File: src/swd_pkg.sv
// Purpose: Shared constants for the single-wire debug link block
// Assumes: 100 MHz mclk; debug clock is a one-cycle enable derived inside
// Notes:   Command codes are the opcodes the serial engine decodes
package swd_pkg;
	// Bit timing in debug clock ticks
	localparam int unsigned BIT_TICKS      = 16;   // Nominal bit time
	localparam int unsigned SAMPLE_TICK    = 10;   // Host-to-target sample point
	localparam int unsigned ONE_PULSE_TICK = 7;    // Speedup pulse when sending one
	localparam int unsigned ZERO_LOW_TICKS = 13;   // Low time when sending zero
	localparam int unsigned TIMEOUT_TICKS  = 512;  // Inactivity timeout
	localparam int unsigned SYNC_REQ_TICKS = 128;  // Least low time of sync request
	localparam int unsigned SYNC_WAIT      = 16;   // Wait before sync answer
	localparam int unsigned SYNC_LOW       = 128;  // Low time of sync answer
	localparam int unsigned TURN_TICKS     = 16;   // Turnaround delay
	// Alternate clock divider (debug tick every N mclk)
	localparam int unsigned ALT_DIV        = 4;
	// Command codes
	localparam logic [7:0] CMD_BACKGROUND  = 8'h90;
	localparam logic [7:0] CMD_RD_STATUS   = 8'he4;
	localparam logic [7:0] CMD_WR_CONTROL  = 8'hc4;
	localparam logic [7:0] CMD_RD_BYTE     = 8'he0;
	localparam logic [7:0] CMD_WR_BYTE     = 8'hc0;
	localparam logic [7:0] CMD_RD_BKPT     = 8'he2;
	localparam logic [7:0] CMD_WR_BKPT     = 8'hc2;
	localparam logic [7:0] CMD_GO          = 8'h08;
	localparam logic [7:0] CMD_STEP        = 8'h10;
	localparam logic [7:0] CMD_RD_A        = 8'h68;
	localparam logic [7:0] CMD_WR_A        = 8'h48;
	// Status and control field positions
	localparam int unsigned SC_ENABLE      = 7;    // Debug enable
	localparam int unsigned SC_HALTED      = 6;    // Halted mode flag (read only)
	localparam int unsigned SC_CLKSEL      = 2;    // Debug clock select
	localparam int unsigned SC_BKPT_EN     = 1;    // Breakpoint enable
	localparam logic [7:0]  SC_RESET       = 8'h00; // Control reset value
endpackage : swd_pkg

File: src/swd_tick.sv
// Purpose: Debug clock enable from bus clock or divided alternate source
// Assumes: Synchronous active-high reset
// Notes:   Output is a one-cycle tick at the debug clock rate
`timescale 1ns/100ps
module swd_tick (
	// Clock and reset
	input  wire logic mclk,
	input  wire logic reset,
	input  wire logic ce,
	// Control
	input  wire logic alt_sel,
	// Tick
	output logic      tick
);
	logic [7:0] div_r;   // Divider for alternate source

	// Free divider for the alternate clock
	always_ff @(posedge mclk) begin
		if (reset)
			div_r <= 8'h00;
		else if (ce)
			div_r <= (div_r == 8'(swd_pkg::ALT_DIV - 1)) ? 8'h00 : div_r + 8'h01;
	end

	// Bus clock ticks every cycle; alternate ticks once per divide
	assign tick = ce & (alt_sel ? (div_r == 8'h00) : 1'b1);
endmodule : swd_tick

File: src/swd_link.sv
// Purpose: Target-side single-wire background debug link
// Assumes: Pin is pseudo-open-drain with on-chip pullup; ports synchronous to mclk
// Notes:   Commands handled: background, status/control, byte access, breakpoint,
//          go, single step, accumulator access
// Functional notes
// - MSB first, sixteen debug clocks per bit
// - Time out after 512 clocks between edges
// - Timeout aborts command without side effects
// - Detect start, sample ten clocks later
// - Pin undriven while host sends
// - Sending one: speedup pulse at clock seven
// - Sending zero: low thirteen, then pulse
// - Control bit selects debug clock source
// - Pin level at reset selects halted mode
// - Pullup high selects normal run at reset
// - Answer speed request with timed pulse
// - Register, step, go only while halted
// - Memory and status commands anytime
// - Background command wakes from stop/wait
// - Oscillator kept running in stop if enabled
// - Watchdog held off while halted
// - Debug registers not memory mapped
// - One hardware address breakpoint
// - Sync: wait 16, low 128, pulse, release
// - 8-bit command code, 16-clock turnaround
`timescale 1ns/100ps
module swd_link (
	// Clock and reset
	input  wire logic        mclk,
	input  wire logic        reset,
	input  wire logic        ce,
	// Debug wire pin
	input  wire logic        debug_wire_pin_i,
	output logic             debug_wire_pin_o,
	output logic             debug_wire_pin_oe,
	// Processor status
	input  wire logic        cpu_in_low_power,
	input  wire logic [15:0] cpu_addr,
	input  wire logic        cpu_addr_valid,
	input  wire logic [7:0]  cpu_acc,
	// Memory access port
	output logic             mem_req,
	output logic             mem_we,
	output logic [15:0]      mem_addr,
	output logic [7:0]       mem_wdata,
	input  wire logic [7:0]  mem_rdata,
	// Processor control
	output logic             halted_debug_mode,
	output logic             cpu_go,
	output logic             single_step_command,
	output logic             cpu_wake,
	output logic             acc_we,
	output logic [7:0]       acc_wdata,
	output logic             bkpt_hit,
	output logic             osc_keep_on,
	output logic             watchdog_hold
);
	typedef enum logic [2:0] {SWD_IDLE, SWD_RX, SWD_TX, SWD_TURN, SWD_SYNCW, SWD_SYNCL,
		SWD_SYNCP} swd_state_e;

	swd_state_e  state_r;     // Link state
	logic        s1_r, s2_r;  // Pin synchronizer
	logic        s3_r;        // Previous synced level
	logic [9:0]  tmo_r;       // Ticks since last host edge
	logic [7:0]  cnt_r;       // Tick counter within bit or phase
	logic [7:0]  low_r;       // Ticks of low level for sync detect
	logic [5:0]  nbit_r;      // Bits left in current field
	logic [23:0] rx_r;        // Shift-in register
	logic [15:0] tx_r;        // Shift-out register
	logic [7:0]  cmd_r;       // Current command code
	logic [2:0]  phase_r;     // Phase within command
	logic [7:0]  sc_r;        // Status and control register
	logic [15:0] bkpt_r;      // Breakpoint address
	logic        halt_r;      // Halted debug mode
	logic [1:0]  boot_r;      // Cycles left until pin level capture
	logic        tick;        // Debug clock enable
	logic        fall;        // Synced falling edge
	logic        ftick;       // Edge gated onto a tick

	// Debug clock source from control bit
	swd_tick u_tick (
		.mclk    (mclk),
		.reset   (reset),
		.ce      (ce),
		.alt_sel (sc_r[swd_pkg::SC_CLKSEL]),
		.tick    (tick)
	);

	// Two-stage synchronizer; only s2 onward is examined
	always_ff @(posedge mclk) begin
		if (reset) begin
			s1_r <= 1'b1;
			s2_r <= 1'b1;
			s3_r <= 1'b1;
		end else if (ce) begin
			s1_r <= debug_wire_pin_i;
			s2_r <= s1_r;
			if (tick)
				s3_r <= s2_r;
		end
	end
	assign fall  = s3_r & ~s2_r;
	assign ftick = fall & tick;

	// Pin drive decode; pin released while host sends
	always_comb begin
		debug_wire_pin_oe = 1'b0;
		debug_wire_pin_o  = 1'b0;
		case (state_r)
			SWD_TX: begin
				if (tx_r[15]) begin
					// One: speedup pulse at tick seven
					debug_wire_pin_oe = (cnt_r == 8'(swd_pkg::ONE_PULSE_TICK));
					debug_wire_pin_o  = 1'b1;
				end else begin
					// Zero: hold low, then speedup pulse
					debug_wire_pin_oe = (cnt_r <= 8'(swd_pkg::ZERO_LOW_TICKS));
					debug_wire_pin_o  = (cnt_r == 8'(swd_pkg::ZERO_LOW_TICKS));
				end
			end
			SWD_SYNCL: begin
				debug_wire_pin_oe = 1'b1;
				debug_wire_pin_o  = 1'b0;
			end
			SWD_SYNCP: begin
				debug_wire_pin_oe = 1'b1;
				debug_wire_pin_o  = 1'b1;
			end
			default: begin
				debug_wire_pin_oe = 1'b0;
				debug_wire_pin_o  = 1'b0;
			end
		endcase
	end

	// Long-low measurement for sync requests
	always_ff @(posedge mclk) begin
		if (reset)
			low_r <= 8'h00;
		else if (tick) begin
			// Own drive is never a host request
			if (s2_r || debug_wire_pin_oe)
				low_r <= 8'h00;
			else if (low_r != 8'hff)
				low_r <= low_r + 8'h01;
		end
	end

	// Main link engine
	always_ff @(posedge mclk) begin
		if (reset) begin
			state_r   <= SWD_IDLE;
			tmo_r     <= 10'h000;
			cnt_r     <= 8'h00;
			nbit_r    <= 6'h00;
			rx_r      <= 24'h000000;
			tx_r      <= 16'h0000;
			cmd_r     <= 8'h00;
			phase_r   <= 3'h0;
			sc_r      <= swd_pkg::SC_RESET;
			bkpt_r    <= 16'h0000;
			mem_req   <= 1'b0;
			mem_we    <= 1'b0;
			mem_addr  <= 16'h0000;
			mem_wdata <= 8'h00;
			cpu_go    <= 1'b0;
			single_step_command <= 1'b0;
			cpu_wake  <= 1'b0;
			acc_we    <= 1'b0;
			acc_wdata <= 8'h00;
		end else if (ce) begin
			// Single-cycle strobes
			mem_req  <= 1'b0;
			cpu_go   <= 1'b0;
			single_step_command <= 1'b0;
			cpu_wake <= 1'b0;
			acc_we   <= 1'b0;
			if (tick) begin
				// Saturates so a long gap never reaches a sample point again
				cnt_r <= (cnt_r == 8'hff) ? cnt_r : cnt_r + 8'h01;
				tmo_r <= ftick ? 10'h000 : (tmo_r == 10'h3ff ? tmo_r : tmo_r + 10'h001);
				case (state_r)
					SWD_IDLE: begin
						if (s2_r && low_r >= 8'(swd_pkg::SYNC_REQ_TICKS)) begin
							// Sync request: low for at least 128 ticks, now released
							cnt_r   <= 8'h00;
							tmo_r   <= 10'h000;
							state_r <= SWD_SYNCW;
						end else if (ftick) begin
							// Start of a command code
							cnt_r   <= 8'h00;
							nbit_r  <= 6'd8;
							phase_r <= 3'h0;
							state_r <= SWD_RX;
						end
					end
					SWD_RX: begin
						if (s2_r && low_r >= 8'(swd_pkg::SYNC_REQ_TICKS)) begin
							cnt_r   <= 8'h00;
							tmo_r   <= 10'h000;
							state_r <= SWD_SYNCW;
						end else if (tmo_r == 10'(swd_pkg::TIMEOUT_TICKS - 1)) begin
							state_r <= SWD_IDLE;
						end else if (ftick) begin
							cnt_r <= 8'h00;
						end else if (cnt_r == 8'(swd_pkg::SAMPLE_TICK) && nbit_r != 6'h00) begin
							rx_r   <= {rx_r[22:0], s2_r};
							nbit_r <= nbit_r - 6'h01;
							if (nbit_r == 6'h01) begin
								// Field complete: act on it
								phase_r <= phase_r + 3'h1;
								if (phase_r == 3'h0) begin
									cmd_r <= {rx_r[6:0], s2_r};
									case ({rx_r[6:0], s2_r})
										swd_pkg::CMD_RD_STATUS: begin
											tx_r    <= {sc_r[7], halt_r, sc_r[5:0], 8'h00};
											nbit_r  <= 6'd8;
											cnt_r   <= 8'hff;   // No drive before host edge
											state_r <= SWD_TX;
										end
										swd_pkg::CMD_RD_BKPT: begin
											tx_r    <= bkpt_r;
											nbit_r  <= 6'd16;
											cnt_r   <= 8'hff;
											state_r <= SWD_TX;
										end
										swd_pkg::CMD_WR_CONTROL: nbit_r <= 6'd8;
										swd_pkg::CMD_WR_BKPT:    nbit_r <= 6'd16;
										swd_pkg::CMD_RD_BYTE:    nbit_r <= 6'd16;
										swd_pkg::CMD_WR_BYTE:    nbit_r <= 6'd24;
										swd_pkg::CMD_WR_A: begin
											// Accepted only while halted
											if (halt_r) nbit_r <= 6'd8;
											else state_r <= SWD_IDLE;
										end
										swd_pkg::CMD_BACKGROUND, swd_pkg::CMD_GO,
										swd_pkg::CMD_STEP, swd_pkg::CMD_RD_A: begin
											cnt_r   <= 8'h00;
											state_r <= SWD_TURN;
										end
										default: state_r <= SWD_IDLE;
									endcase
								end else begin
									// Argument field received; effects only now
									case (cmd_r)
										swd_pkg::CMD_WR_CONTROL: begin
											sc_r    <= {rx_r[6:0], s2_r};
											state_r <= SWD_IDLE;
										end
										swd_pkg::CMD_WR_BKPT: begin
											bkpt_r  <= {rx_r[14:0], s2_r};
											state_r <= SWD_IDLE;
										end
										swd_pkg::CMD_RD_BYTE: begin
											mem_addr <= {rx_r[14:0], s2_r};
											mem_req  <= 1'b1;
											mem_we   <= 1'b0;
											cnt_r    <= 8'h00;
											state_r  <= SWD_TURN;
										end
										swd_pkg::CMD_WR_BYTE: begin
											mem_addr  <= rx_r[22:7];
											mem_wdata <= {rx_r[6:0], s2_r};
											mem_req   <= 1'b1;
											mem_we    <= 1'b1;
											state_r   <= SWD_IDLE;
										end
										swd_pkg::CMD_WR_A: begin
											acc_wdata <= {rx_r[6:0], s2_r};
											acc_we    <= 1'b1;
											state_r   <= SWD_IDLE;
										end
										default: state_r <= SWD_IDLE;
									endcase
								end
							end
						end
					end
					SWD_TURN: begin
						if (cnt_r == 8'(swd_pkg::TURN_TICKS - 1)) begin
							state_r <= SWD_IDLE;
							case (cmd_r)
								swd_pkg::CMD_BACKGROUND: begin
									if (sc_r[swd_pkg::SC_ENABLE])
										cpu_wake <= 1'b1;
								end
								swd_pkg::CMD_GO:   cpu_go <= halt_r;
								swd_pkg::CMD_STEP: single_step_command <= halt_r;
								swd_pkg::CMD_RD_A: begin
									if (halt_r) begin
										tx_r    <= {cpu_acc, 8'h00};
										nbit_r  <= 6'd8;
										state_r <= SWD_TX;
									end
								end
								swd_pkg::CMD_RD_BYTE: begin
									tx_r    <= {mem_rdata, 8'h00};
									nbit_r  <= 6'd8;
									state_r <= SWD_TX;
								end
								default: state_r <= SWD_IDLE;
							endcase
						end
					end
					SWD_TX: begin
						if (tmo_r == 10'(swd_pkg::TIMEOUT_TICKS - 1))
							state_r <= SWD_IDLE;
						else if (ftick)
							cnt_r <= 8'h00;
						else if (cnt_r == 8'(swd_pkg::BIT_TICKS - 1) && nbit_r != 6'h00) begin
							tx_r   <= {tx_r[14:0], 1'b0};
							nbit_r <= nbit_r - 6'h01;
							if (nbit_r == 6'h01)
								state_r <= SWD_IDLE;
						end
					end
					SWD_SYNCW: begin
						if (cnt_r == 8'(swd_pkg::SYNC_WAIT - 1)) begin
							cnt_r   <= 8'h00;
							state_r <= SWD_SYNCL;
						end
					end
					SWD_SYNCL: begin
						if (cnt_r == 8'(swd_pkg::SYNC_LOW - 1))
							state_r <= SWD_SYNCP;
					end
					SWD_SYNCP: state_r <= SWD_IDLE;
					default:   state_r <= SWD_IDLE;
				endcase
			end
		end
	end

	// Halted mode: pin level after reset, then commands and breakpoint hits
	always_ff @(posedge mclk) begin
		if (reset) begin
			halt_r <= 1'b0;
			boot_r <= 2'h3;
		end else if (ce) begin
			// Synchronizer shows its reset level for two cycles
			if (boot_r != 2'h0)
				boot_r <= boot_r - 2'h1;
			if (boot_r == 2'h1)
				halt_r <= ~s2_r;
			else if (cpu_wake || (bkpt_hit))
				halt_r <= 1'b1;
			else if (cpu_go || single_step_command)
				halt_r <= 1'b0;
		end
	end

	// Address breakpoint compare, registers reached only serially
	always_ff @(posedge mclk) begin
		if (reset)
			bkpt_hit <= 1'b0;
		else if (ce)
			bkpt_hit <= sc_r[swd_pkg::SC_BKPT_EN] & cpu_addr_valid & ~halt_r
				& (cpu_addr == bkpt_r);
	end

	// System side effects
	assign halted_debug_mode = halt_r;
	assign osc_keep_on   = sc_r[swd_pkg::SC_ENABLE] & cpu_in_low_power;
	assign watchdog_hold = halt_r;

	// Zero sent: pin never driven after the pulse at tick thirteen
	zero_drive_a: assert property (@(posedge mclk) disable iff (reset)
		(state_r == SWD_TX && !tx_r[15] && cnt_r > 8'd13) |-> !debug_wire_pin_oe)
		else $error("zero bit drive too long");
	one_pulse_a: assert property (@(posedge mclk) disable iff (reset)
		(debug_wire_pin_oe && state_r == SWD_TX && tx_r[15]) |-> cnt_r == 8'd7)
		else $error("one pulse misplaced");
	rx_release_a: assert property (@(posedge mclk) disable iff (reset)
		(state_r == SWD_RX || state_r == SWD_IDLE || state_r == SWD_SYNCW)
		|-> !debug_wire_pin_oe)
		else $error("pin driven while host sends");
	timeout_a: assert property (@(posedge mclk) disable iff (reset)
		(tmo_r >= 10'd512) |-> state_r == SWD_IDLE)
		else $error("link not timed out");
	go_halt_a: assert property (@(posedge mclk) disable iff (reset)
		cpu_go |-> $past(halt_r))
		else $error("go while running");
	wdog_hold_a: assert property (@(posedge mclk) disable iff (reset)
		watchdog_hold == halted_debug_mode)
		else $error("watchdog not held");
	sync_pulse_a: assert property (@(posedge mclk) disable iff (reset)
		(state_r == SWD_SYNCP) |-> debug_wire_pin_oe && debug_wire_pin_o)
		else $error("sync pulse missing");
	bkpt_cmp_a: assert property (@(posedge mclk) disable iff (reset || !ce)
		bkpt_hit |-> $past(cpu_addr) == bkpt_r)
		else $error("breakpoint mismatch");
endmodule : swd_link

File: config.mk
export PLATFORM = sky130hd
export DESIGN_NAME = swd_link
export DESIGN_NICKNAME = d
export VERILOG_FILES = /design/src/swd_pkg.sv /design/src/swd_tick.sv /design/src/swd_link.sv
export SDC_FILE = /design/constraint.sdc
export NUM_CORES = 1
export LEC_CHECK = 0
export ABC_AREA = 1
export BUFFER_PORTS_ARGS = -buffer_cell sky130_fd_sc_hd__buf_2
export CAP_MARGIN = 5
export CORE_AREA = 2 2 160 99
export CTS_BUF_LIST = sky130_fd_sc_hd__clkbuf_4 sky130_fd_sc_hd__clkbuf_8
export DETAILED_ROUTE_END_ITERATION = 7
export DIE_AREA = 0 0 162 101
export PLACE_DENSITY = 0.77
export SYNTH_ARGS = -nofsm -noshare
export SYNTH_HDL_FRONTEND = slang
export SYNTH_SLANG_ARGS = --single-unit
File: constraint.sdc
create_clock -name mclk -period 3.95 [get_ports mclk]
set_clock_uncertainty 0.2 [all_clocks]
set_input_delay 0.1975 -clock mclk [delete_from_list [all_inputs] [get_ports mclk]]
set_output_delay 0.1975 -clock mclk [all_outputs]
set_load 0.01 [all_outputs]
# [Word-level counts from Yosys, hierarchy flattened]
# Index checks and enable logic that the tools add are counted.
[word_totals] input_bits=38 register_bits=162
[op_classes] addsub=7 bitwise_logic=13 n_reduce_logical=40 n_eq_ne=65 muxes=122 n_lt_le_gt_ge=2
[ops] cell="$mux W16" count=11
[ops] cell="$mux W8" count=15
[ops] cell="$eq A8 B8 Y1 const B" count=13
[ops] cell="$pmux W16 S2" count=3
[ops] cell="$mux W6" count=14
[ops] cell="$mux W3" count=23
[ops] cell="$reduce_and A10 Y1" count=6
[ops] cell="$pmux W16 S3" count=1
[ops] cell="$pmux W6 S4" count=2
[ops] cell="$eq A8 B4 Y1 const B" count=5
[ops] cell="$eq A8 B7 Y1 const B" count=5
[ops] cell="$mux W10" count=4
[ops] cell="$mux W1" count=37
[ops] cell="$pmux W8 S4" count=1
[ops] cell="$ne A2 B2 Y1 const B" count=14
[ops] cell="$add A8 B1 Y8 const B" count=3
[ops] cell="$pmux W3 S6" count=1
[ops] cell="$eq A16 B16 Y1" count=1
[ops] cell="$eq A8 B5 Y1 const B" count=2
[ops] cell="$pmux W8 S2" count=1
[ops] cell="$reduce_and A16 Y1" count=1
[ops] cell="$ne A3 B3 Y1 const B" count=5
[ops] cell="$reduce_and A15 Y1" count=1
[ops] cell="$reduce_and A14 Y1" count=1
[ops] cell="other kinds (43)" count=79

# [Logic depth before layout (Yosys ltp)]
# Gate-level depths: netlist (run 1).
[logic_depth] ltp_word=11 mapped_depth=15 ltp_nobuf=14

# [Hierarchy]
# A second synthesis (run 1) with hierarchy kept.
[hier_totals] cells_unflattened=1299 area_unflattened_um2=8773.4
[by_module_without_submodules] module="swd_link" instances=1 cells_each=1235 seq_area_each_um2=3062.9 area_per_inst_um2=8336.7
[by_module_without_submodules] module="swd_tick" instances=1 cells_each=64 seq_area_each_um2=160.2 area_per_inst_um2=436.7

# [Worst setup path before layout (run 1)]
# Ideal clock, no wire load.
[synth_timing] kind="reg-to-reg" startpoint="register u_tick.div_r[1]" endpoint="register mem_addr[10]" setup_ns=0.113 arrival_time_ns=1.794 slack_ns=1.842 synth_period_minus_slack_ns=2.108 required_ns=3.637 n_path_buf=1 path_stages_with_launch=13 path_cell_list="dfxtp_1 > inv_1 > ha_1 > nand3_2 > o21ai_4 > nand2_4 > nor3_4 > nand2_4 > nor2_8 > inv_2 > buf_6 > o21ai_1 > nor2_1"
[synth_between] elab_chain_len=6
[synth_rtl] item="start: declaration" line="swd_tick.sv:15" text="logic [7:0] div_r;"
[synth_rtl] item="start signal: assignment" line="swd_tick.sv:22" text="div_r <= (div_r == 8'(swd_pkg::ALT_DIV - 1)) ? 8'h00 : div_r + 8'h01;"
[synth_rtl] item="$logic_not A8 Y1 (*)" line="swd_tick.sv:26" text="assign tick = ce & (alt_sel ? (div_r == 8'h00) : 1'b1);"
[synth_rtl] item="$mux W1 (*)" line="swd_tick.sv:26"
[synth_rtl] item="$and A1 B1 Y1 (*)" line="swd_tick.sv:26"
[synth_rtl] item="$and A1 B1 Y1" line="swd_link.sv:103" text="assign ftick = fall & tick;"
[synth_rtl] item="$not A1 Y1 (no source line)"
[synth_rtl] item="$reduce_and A10 Y1 (no source line) (*)"
[synth_rtl] item="end signal: assignment" line="swd_link.sv:255" text="mem_addr <= {rx_r[14:0], s2_r};"
[synth_rtl] item="end signal: assignment" line="swd_link.sv:262" text="mem_addr <= rx_r[22:7];"
[synth_rtl] item="end: declaration" line="swd_link.sv:44" text="output logic [15:0] mem_addr,"
# Mark *: on every way between the ends. The rest lies on a longest branch, timed or not.
# A chain may end at the register's enable or synchronous reset.

# [Final worst setup path (run 1)]
[layout_timing] startpoint="register u_tick.div_r[1]" endpoint="register rx_r[16]"
[layout_between] elab_chain_len=6
[layout_rtl] item="$logic_not A8 Y1 (*)" line="swd_tick.sv:26"
[layout_rtl] item="$mux W1 (*)" line="swd_tick.sv:26"
[layout_rtl] item="$and A1 B1 Y1 (*)" line="swd_tick.sv:26"
[layout_rtl] item="$and A1 B1 Y1" line="swd_link.sv:103"
[layout_rtl] item="$not A1 Y1 (no source line)"
[layout_rtl] item="$reduce_and A7 Y1 (no source line) (*)"
[layout_rtl] item="end signal: assignment" line="swd_link.sv:207" text="rx_r <= {rx_r[22:0], s2_r};"
[layout_rtl] item="end: declaration" line="swd_link.sv:68" text="logic [23:0] rx_r;"
# Marked as above.

==> results of run 1 <==
[worst min-delay path, cell delays in order]
cell                      delay, ns
sky130_fd_sc_hd__buf_2         0.08
sky130_fd_sc_hd__nand3_1       0.08
sky130_fd_sc_hd__nand2_1       0.07
sky130_fd_sc_hd__nor2_1        0.03
sky130_fd_sc_hd__nand3_1       0.07
sky130_fd_sc_hd__nand2_1       0.05
sky130_fd_sc_hd__nor2_1        0.07
[registers in the layout, indices dropped and copies added (netlist names), 2 cells and up]
register	flops
u_tick.div_r	8
phase_r	3
mem_wdata	8
acc_wdata	8
rx_r	23
bkpt_r	16
tmo_r	10
cnt_r	8
mem_addr	16
state_r	3
boot_r	2
sc_r	7
tx_r	16
low_r	8
cmd_r	8
nbit_r	6
[worst paths after layout]
kind / start / end / slack [ns] / depth (start not counted)
setup / recovery: u_tick.div_r[1] / rx_r[16] / 0.87 / 11
hold / removal: cpu_acc[5] / tx_r[13] / 0.02 / 7
setup reg to reg: u_tick.div_r[1] / rx_r[16] / 0.87 / 11
hold reg to reg: sc_r[0] / sc_r[0] / 0.26 / 2
[power groups by stage]
stage	Combinational [W]	Clock [W]	Sequential, W
after floorplan	0.000605	0	0.00179
after global placement	0.000760	0	0.00181
after detailed placement	0.000773	0	0.00181
after CTS	0.000783	0.00127	0.00177
after global routing	0.000903	0.00134	0.00179
final	0.000803	0.00126	0.00177
[metal layers]
metal,part of all wire (%),up-vias,wire (µm)
li1,-,4407,-
met1,52,3957,12200
met2,38,349,9060
met3,9.1,23,2150
met4,1.1,0,249
met5,0,-,0
[per-stage QoR]
| step | hold slack [ns] | utilization [%] |
|---|---|---|
| 2_1_floorplan | 0.124 | - |
| 3_3_place_gp | 0.233 | 61.2 |
| 3_5_place_dp | 0.236 | 61.2 |
| 4_1_cts | 0.00353 | 64.4 |
| 5_1_grt | 0.00901 | 64.4 |
| 6_report | 0.0211 | 64.4 |
[cell type report]
class / instances / area, µm²
multi-input combinational: 966 / 4720
clock buffer: 19 / 255
sequential: 161 / 3220
timing repair buffer: 92 / 518
inverter: 138 / 520
fill: 1430 / 5340
tap: 203 / 254
clock inverter: 13 / 149
[synthesized netlist by cell type (3+ instances only)]
cell,count
sky130_fd_sc_hd__a21oi_1,112
sky130_fd_sc_hd__a22oi_1,7
sky130_fd_sc_hd__a31oi_1,4
sky130_fd_sc_hd__buf_1,4
sky130_fd_sc_hd__buf_2,9
sky130_fd_sc_hd__buf_4,7
sky130_fd_sc_hd__buf_6,12
sky130_fd_sc_hd__clkbuf_1,19
sky130_fd_sc_hd__dfxtp_1,161
sky130_fd_sc_hd__ha_1,15
sky130_fd_sc_hd__inv_1,127
sky130_fd_sc_hd__inv_2,10
sky130_fd_sc_hd__nand2_1,258
sky130_fd_sc_hd__nand2_2,8
sky130_fd_sc_hd__nand2_4,3
sky130_fd_sc_hd__nand3_1,70
sky130_fd_sc_hd__nand4_1,24
sky130_fd_sc_hd__nor2_1,225
sky130_fd_sc_hd__nor2_2,8
sky130_fd_sc_hd__nor2_4,4
sky130_fd_sc_hd__nor3_1,14
sky130_fd_sc_hd__nor3_4,3
sky130_fd_sc_hd__nor3b_1,6
sky130_fd_sc_hd__nor4_1,4
sky130_fd_sc_hd__o21ai_0,121
sky130_fd_sc_hd__o21ai_1,30
sky130_fd_sc_hd__o31ai_1,3
sky130_fd_sc_hd__or2_2,4
sky130_fd_sc_hd__xnor2_1,10
sky130_fd_sc_hd__xor2_1,13
[cells by family (layout without fill, tap and decap cells)]
family | count (synthesis) | count (layout) | share of synthesized area (%)
flops | 161 | 161 | 36.7
mux | 2 | 2 | 0.242
xor+xnor | 23 | 23 | 2.29
simple gates | 642 | 642 | 32.2
buf+inv | 190 | 262 | 9.61
compound gates | 284 | 284 | 16.9
fa+ha+maj | 15 | 15 | 2.14
==> run_summary.xml, run 1 <==
<?xml version="1.0" encoding="UTF-8"?>
<metrics>
  <group name="synth">
    <metric name="synth_sequential_area_ratio" unit="%">36.7</metric>
    <metric name="postSynthNetCount" unit="">1370</metric>
    <metric name="yosys_register_bits" unit="">161</metric>
    <metric name="postSynthAreaPerCell" unit="µm²">6.67</metric>
    <metric name="synth.lib_cells_used.distinct" unit="">49</metric>
    <metric name="synth_warnings" unit="">0</metric>
    <metric name="async_reset_ff_share" unit="%">0</metric>
    <metric name="syn_inst" unit="">1317</metric>
    <metric name="dominantRegCellSynth" unit="">sky130_fd_sc_hd__dfxtp_1</metric>
    <metric name="largest_cells_by_area_after_synthesis" unit="">sky130_fd_sc_hd__dfxtp_1, sky130_fd_sc_hd__nand2_1, sky130_fd_sc_hd__nor2_1</metric>
    <metric name="synth_area" unit="µm²">8790</metric>
    <metric name="synth_enable_flop_cells" unit="">0</metric>
    <metric name="synth_area_leader_cell" unit="">sky130_fd_sc_hd__dfxtp_1</metric>
    <metric name="synth_top_area_share" unit="%">36.7</metric>
  </group>
  <group name="layout">
    <metric name="growth_of_design_area_from_synthesis_to_finish" unit="%">9.70</metric>
    <metric name="design_area" unit="µm²">9640</metric>
    <metric name="final-instance-count-excl-fill" unit="">1592</metric>
    <metric name="final_cell_mix" unit="">sky130_fd_sc_hd__nand2_1, sky130_fd_sc_hd__nor2_1, sky130_fd_sc_hd__dfxtp_1</metric>
    <metric name="final_net_count" unit="">1429</metric>
    <metric name="post_route_cells_drive_above_1_share" unit="%">12.0</metric>
    <metric name="final_common_cell" unit="">sky130_fd_sc_hd__nand2_1</metric>
    <metric name="antennaDiodeCount" unit="">0</metric>
  </group>
  <group name="clock_network">
    <metric name="clockBufferDepth" unit="">2</metric>
    <metric name="cts.sinks" unit="">161</metric>
    <metric name="post_cts_repair_setup_buffers" unit="">0</metric>
    <metric name="ctsRootBufferMaster" unit="">sky130_fd_sc_hd__clkbuf_8</metric>
    <metric name="postCtsResizedCells" unit="">0</metric>
    <metric name="cts_buffers" unit="">17</metric>
    <metric name="later_pin_clock_latency_in_the_skew_report" unit="ns">0.46</metric>
    <metric name="cts.reportedPaths.clkPinSlew" unit="ns">0.09</metric>
    <metric name="cts_hold_buffers" unit="">7</metric>
    <metric name="tritoncts_clock_tree" unit="">built</metric>
    <metric name="cts.htree.levels" unit="">4</metric>
  </group>
  <group name="critical_path">
    <metric name="crit_path_start_kind" unit="">flip-flop</metric>
    <metric name="cp_cell_sequence" unit="">inv_1 &gt; ha_1 &gt; nand3_2 &gt; o21ai_4 &gt; nand2_4 &gt; nor2_2 &gt; nand2_1 &gt; nor3_4 &gt; buf_4 &gt; o21ai_1 &gt; a21oi_1</metric>
    <metric name="cp_max_fo" unit="">34</metric>
    <metric name="cpPeakStageDelay" unit="ns">0.62</metric>
    <metric name="timing.critical_path.slowest_stage_cell" unit="">sky130_fd_sc_hd__nor3_4</metric>
    <metric name="critical_path.n_buffers_inverters" unit="">2</metric>
    <metric name="worst-endpoint-required" unit="ns">4.14</metric>
    <metric name="critical_path_class" unit="">reg2reg</metric>
    <metric name="endpoint_kind" unit="">flip-flop</metric>
    <metric name="worst_ep_arrival_time" unit="ns">3.27</metric>
    <metric name="path_delay_family" unit="">simple AND/OR/NAND/NOR gates</metric>
  </group>
  <group name="place">
    <metric name="io_buffer_count" unit="">81</metric>
    <metric name="place_area" unit="µm²">9170</metric>
    <metric name="place_congestion" unit="">0.968</metric>
    <metric name="post-place-cells" unit="">1553</metric>
    <metric name="dp_worst_setup_slack" unit="ns">0.945</metric>
    <metric name="post-dp-hpwl" unit="µm">17400</metric>
  </group>
  <group name="grt">
    <metric name="grt-busiest-layer" unit="">met1</metric>
    <metric name="first_global_vias" unit="">7599</metric>
    <metric name="global_route.usage.met1" unit="%">47.4</metric>
    <metric name="grt_pass1_wl" unit="µm">38800</metric>
    <metric name="global_route.usage.met3" unit="%">5.55</metric>
    <metric name="grt_antenna_before_repair" unit="">0</metric>
    <metric name="grt.total_usage" unit="%">29.8</metric>
    <metric name="grt_start_max_net_pins" unit="">71</metric>
    <metric name="gr-usage-met2" unit="%">40.9</metric>
    <metric name="gr-total-overflow" unit="">0</metric>
  </group>
  <group name="die">
    <metric name="rows" unit="">35</metric>
    <metric name="pin_count" unit="">82</metric>
    <metric name="chipWidth" unit="µm">162</metric>
    <metric name="floorplan.initialDensity" unit="%">58.7</metric>
    <metric name="die_h" unit="µm">101</metric>
    <metric name="die_area" unit="µm²">16400</metric>
    <metric name="core_area" unit="µm²">15000</metric>
  </group>
  <group name="sta">
    <metric name="period_utilization_post_route" unit="%">77.9</metric>
    <metric name="worst-slew-pin-transition" unit="ns">0.929</metric>
    <metric name="unrepaired_setup_endpoints_after_global_routing" unit="">no</metric>
    <metric name="final.setup.tns" unit="ns">0</metric>
    <metric name="fin_ws" unit="ns">0.872</metric>
    <metric name="final_hold_viol_count" unit="">0</metric>
    <metric name="maxClockFrequency" unit="MHz">325</metric>
    <metric name="setup-violations-final" unit="">0</metric>
    <metric name="drv_slew" unit="">0</metric>
    <metric name="max-slew-margin-rel" unit="%">37.9</metric>
    <metric name="final.min_clock_period" unit="ns">3.08</metric>
  </group>
  <group name="power_and_ir_drop">
    <metric name="total_power" unit="W">0.00383</metric>
    <metric name="max-vdd-ir-drop" unit="µV">213</metric>
    <metric name="power_switching" unit="W">0.00129</metric>
    <metric name="share_clk_of_total_power" unit="%">32.8</metric>
    <metric name="share_comb_of_total_power" unit="%">20.9</metric>
    <metric name="seq_power_share" unit="%">46.3</metric>
    <metric name="power.density_cell_area" unit="nW/µm²">398</metric>
    <metric name="netSwitchingFraction" unit="%">33.6</metric>
    <metric name="cellInternalPower" unit="W">0.00254</metric>
    <metric name="power.leakage" unit="nW">4.20</metric>
  </group>
  <group name="detailed_routing">
    <metric name="wirelength" unit="µm">23600</metric>
    <metric name="post_drt_wl_per_cell" unit="µm">14.9</metric>
    <metric name="drt_pre_antenna_iters" unit="">5</metric>
    <metric name="route.detailed.drc" unit="">0</metric>
    <metric name="route.detailed.vias_per_inst" unit="">5.49</metric>
    <metric name="detailedRoute.firstIterationViolations" unit="">937</metric>
    <metric name="post_route_antenna_net_violation_count" unit="">0</metric>
    <metric name="num_vias" unit="">8736</metric>
  </group>
  <group name="run_status">
    <metric name="result_of_the_run" unit="">complete, no violations</metric>
  </group>
  <group name="min_path">
    <metric name="hold_path_class" unit="">in2reg</metric>
  </group>
  <group name="run">
    <metric name="maxCapViolCount" unit="">0</metric>
  </group>
</metrics>
Power figures use the tool's default switching activity.
==> run 2, diff against run 1 <==
--- a/config.mk
+++ b/config.mk
@@ -8,11 +8,11 @@
 export ABC_AREA = 1
 export BUFFER_PORTS_ARGS = -buffer_cell sky130_fd_sc_hd__buf_2
 export CAP_MARGIN = 5
-export CORE_AREA = 2 2 160 99
+export CORE_AREA = 2 2 165 103
 export CTS_BUF_LIST = sky130_fd_sc_hd__clkbuf_4 sky130_fd_sc_hd__clkbuf_8
 export DETAILED_ROUTE_END_ITERATION = 7
-export DIE_AREA = 0 0 162 101
-export PLACE_DENSITY = 0.77
+export DIE_AREA = 0 0 167 105
+export PLACE_DENSITY = 0.75
 export SYNTH_ARGS = -nofsm -noshare
 export SYNTH_HDL_FRONTEND = slang
 export SYNTH_SLANG_ARGS = --single-unit
==> constraint.sdc (replaced) <==
create_clock -name mclk -period 2.8 [get_ports mclk]
set_clock_uncertainty 0.2 [all_clocks]
set_input_delay 0.14 -clock mclk [delete_from_list [all_inputs] [get_ports mclk]]
set_output_delay 0.14 -clock mclk [all_outputs]
set_load 0.01 [all_outputs]
==> run_summary.xml, run 2 (synthesis results as in run 1) <==
<?xml version="1.0" encoding="UTF-8"?>
<metrics>
  <group name="run_status">
    <metric name="result_of_the_run" unit="">complete, no violations</metric>
  </group>
  <group name="sta">
    <metric name="worst-slew-pin-transition" unit="ns">0.706</metric>
    <metric name="maxClockFrequency" unit="MHz">375</metric>
    <metric name="final_hold_viol_count" unit="">0</metric>
    <metric name="final.min_clock_period" unit="ns">2.67</metric>
    <metric name="unrepaired_setup_endpoints_after_global_routing" unit="">no</metric>
    <metric name="max-slew-margin-rel" unit="%">52.5</metric>
    <metric name="fin_ws" unit="ns">0.131</metric>
    <metric name="drv_slew" unit="">0</metric>
    <metric name="setup-violations-final" unit="">0</metric>
    <metric name="final.setup.tns" unit="ns">0</metric>
    <metric name="period_utilization_post_route" unit="%">95.3</metric>
  </group>
  <group name="critical_path">
    <metric name="worst_r2r_endpoint" unit="">tx_r[9]</metric>
    <metric name="cpPeakStageDelay" unit="ns">0.57</metric>
    <metric name="critical_path_class" unit="">reg2reg</metric>
    <metric name="worst_ep_arrival_time" unit="ns">2.84</metric>
    <metric name="worst-endpoint-required" unit="ns">2.97</metric>
    <metric name="endpoint_kind" unit="">flip-flop</metric>
    <metric name="critical_path.n_buffers_inverters" unit="">3</metric>
    <metric name="crit_path_start_kind" unit="">flip-flop</metric>
    <metric name="worstRegToRegCells" unit="">13</metric>
    <metric name="reg2reg_setup_slack" unit="ns">0.13</metric>
    <metric name="timing.rr.start" unit="">state_r[0]</metric>
    <metric name="cp_max_fo" unit="">7</metric>
    <metric name="timing.critical_path.slowest_stage_cell" unit="">sky130_fd_sc_hd__dlygate4sd3_1</metric>
    <metric name="path_delay_family" unit="">buffers and inverters</metric>
    <metric name="cp_cell_sequence" unit="">inv_2 &gt; nand2_1 &gt; nor2_1 &gt; inv_1 &gt; nand2_2 &gt; a21oi_1 &gt; o21ai_1 &gt; nand2_1 &gt; nor2_1 &gt; dlygate4sd3_1 &gt; nand3_1 &gt; nand2_1 &gt; nor2_1</metric>
  </group>
  <group name="clock_network">
    <metric name="cts.sinks" unit="">161</metric>
    <metric name="clockBufferDepth" unit="">2</metric>
    <metric name="cts_buffers" unit="">17</metric>
    <metric name="cts.reportedPaths.clkPinSlew" unit="ns">0.10</metric>
    <metric name="later_pin_clock_latency_in_the_skew_report" unit="ns">0.47</metric>
    <metric name="cts.htree.levels" unit="">4</metric>
    <metric name="ctsRootBufferMaster" unit="">sky130_fd_sc_hd__clkbuf_8</metric>
    <metric name="tritoncts_clock_tree" unit="">built</metric>
  </group>
  <group name="detailed_routing">
    <metric name="detailedRoute.firstIterationViolations" unit="">1007</metric>
    <metric name="post_drt_wl_per_cell" unit="µm">15.1</metric>
    <metric name="dr_wl_met3" unit="µm">2600</metric>
    <metric name="num_vias" unit="">8967</metric>
    <metric name="route.detailed.drc" unit="">0</metric>
    <metric name="wirelength" unit="µm">24700</metric>
    <metric name="detailroute.wirelength.met2" unit="µm">9690</metric>
    <metric name="route.detailed.vias_per_inst" unit="">5.48</metric>
    <metric name="drt_pre_antenna_iters" unit="">5</metric>
    <metric name="wl_met1" unit="µm">12200</metric>
    <metric name="top_signal_layer_used" unit="">met4</metric>
    <metric name="post_route_antenna_net_violation_count" unit="">0</metric>
  </group>
  <group name="power_and_ir_drop">
    <metric name="share_comb_of_total_power" unit="%">21.6</metric>
    <metric name="netSwitchingFraction" unit="%">33.8</metric>
    <metric name="power.density_cell_area" unit="nW/µm²">559</metric>
    <metric name="max-vdd-ir-drop" unit="µV">343</metric>
    <metric name="power_switching" unit="W">0.00189</metric>
    <metric name="power.leakage" unit="nW">4.37</metric>
    <metric name="seq_power_share" unit="%">44.7</metric>
    <metric name="cellInternalPower" unit="W">0.00371</metric>
    <metric name="share_clk_of_total_power" unit="%">33.7</metric>
  </group>
  <group name="layout">
    <metric name="antennaDiodeCount" unit="">0</metric>
    <metric name="final-instance-count-excl-fill" unit="">1635</metric>
    <metric name="post_route_cells_drive_above_1_share" unit="%">14.0</metric>
    <metric name="final_common_cell" unit="">sky130_fd_sc_hd__nand2_1</metric>
    <metric name="flip_flop_count_of_the_largest_register_all_copies_and_words_added" unit="">23</metric>
    <metric name="design_area" unit="µm²">10000</metric>
    <metric name="fillers" unit="">1489</metric>
    <metric name="final_net_count" unit="">1466</metric>
    <metric name="final_cell_mix" unit="">sky130_fd_sc_hd__nand2_1, sky130_fd_sc_hd__nor2_1, sky130_fd_sc_hd__dfxtp_1</metric>
    <metric name="growth_of_design_area_from_synthesis_to_finish" unit="%">13.9</metric>
    <metric name="registers.top_by_ff_count" unit="">rx_r</metric>
  </group>
  <group name="die">
    <metric name="pin_count" unit="">82</metric>
    <metric name="chipWidth" unit="µm">167</metric>
    <metric name="die_area" unit="µm²">17500</metric>
    <metric name="rows" unit="">36</metric>
    <metric name="core_area" unit="µm²">15900</metric>
    <metric name="floorplan.initialDensity" unit="%">55.3</metric>
    <metric name="die_h" unit="µm">105</metric>
  </group>
  <group name="grt">
    <metric name="grt_antenna_before_repair" unit="">0</metric>
    <metric name="grt_pass1_wl" unit="µm">40400</metric>
    <metric name="first_global_vias" unit="">7971</metric>
    <metric name="grt_start_max_net_pins" unit="">58</metric>
    <metric name="gr-total-overflow" unit="">0</metric>
    <metric name="grt.total_usage" unit="%">28.4</metric>
  </group>
  <group name="place">
    <metric name="place_area" unit="µm²">9350</metric>
    <metric name="post-place-cells" unit="">1582</metric>
    <metric name="io_buffer_count" unit="">81</metric>
    <metric name="dp_worst_setup_slack" unit="ns">0.295</metric>
    <metric name="place_congestion" unit="">0.961</metric>
    <metric name="post-dp-hpwl" unit="µm">18100</metric>
  </group>
  <group name="min_path">
    <metric name="end_of_the_worst_hold_path" unit="">tx_r[14]</metric>
    <metric name="holdCritStartpoint" unit="">cpu_acc[6]</metric>
    <metric name="hold_path_class" unit="">in2reg</metric>
    <metric name="worstHoldPathCells" unit="">7</metric>
  </group>
  <group name="run">
    <metric name="maxCapViolCount" unit="">0</metric>
  </group>
</metrics>
[run 2: cell count changes in the layout (fill, tap and decap cells not counted), sizes merged]
cell / previous run / this run
buf: 85 / 110
dlygate4sd3: 7 / 19
clkinv: 5 / 3
clkinvlp: 2 / 3
inv: 142 / 144
bufinv: 2 / 3
clkbuf: 19 / 17
[run 2: repair_timing]
action                                  in CTS  in global routing
resized for setup                            0                 14
buffers inserted                             0                  2
hold buffers                                19                  0
hold endpoints to repair                    29                  0
endpoints found under the setup margin       0                  7
[run 2: worst max path at each step]
| stage | startpoint | endpoint | slack [ns] | depth (start not counted) |
|---|---|---|---|---|
| 2_1_floorplan | u_tick.div_r[1] | mem_addr[10] | 0.69 | 12 |
| 3_3_place_gp | u_tick.div_r[1] | bkpt_r[10] | 0.35 | 12 |
| 3_5_place_dp | u_tick.div_r[1] | mem_addr[1] | 0.29 | 12 |
| 4_1_cts | s2_r | tx_r[8] | 0.07 | 13 |
| 5_1_grt | state_r[0] | tx_r[10] | 0.003 | 10 |
| 6_report | state_r[0] | tx_r[9] | 0.13 | 13 |
[run 2: worst min-delay path, cell delays in order]
cell and delay [ns]:
sky130_fd_sc_hd__buf_2 0.11, sky130_fd_sc_hd__nand2_1 0.06, sky130_fd_sc_hd__a21oi_1 0.08, sky130_fd_sc_hd__nor2_1 0.11
sky130_fd_sc_hd__nand3_1 0.08, sky130_fd_sc_hd__nand2_1 0.05, sky130_fd_sc_hd__nor2_1 0.03
[run 2: power by group through the flow]
stage                     clock, W  sequential, W  combinational [W]
after global placement           0        0.00254            0.00113
final                      0.00189        0.00250            0.00121
after CTS                  0.00192        0.00249            0.00117
after floorplan                  0        0.00252           0.000853
after detailed placement         0        0.00255            0.00115
after global routing       0.00201        0.00251            0.00136
[run 2: metrics by stage]
step                      power (W)  utilization, %  hold WS (ns)
after CTS                   0.00558            62.7       0.00815
after global routing        0.00588            62.9        0.0956
after detailed placement    0.00369            58.8         0.180
after global placement      0.00367            58.8         0.170
final                       0.00560            62.9        0.0347
after floorplan             0.00337               -        0.0663
[run 2: area by class of cell]
class / instances / area [µm²] / area share [%]
Multi-Input combinational cell: 966 / 4730 / 47.3
Sequential cell: 161 / 3230 / 32.3
Timing Repair Buffer: 129 / 830 / 8.29
Inverter: 138 / 523 / 5.23
Tap cell: 209 / 262 / 2.61
Clock buffer: 17 / 234 / 2.34
Clock inverter: 15 / 200 / 2.00
[run 2: routing by layer]
layer | vias up | track usage, %
met5 | - | 0
li1 | 4477 | -
met4 | 0 | 6.16
met1 | 4050 | 43.8
met2 | 412 | 39.4
met3 | 28 | 6.97
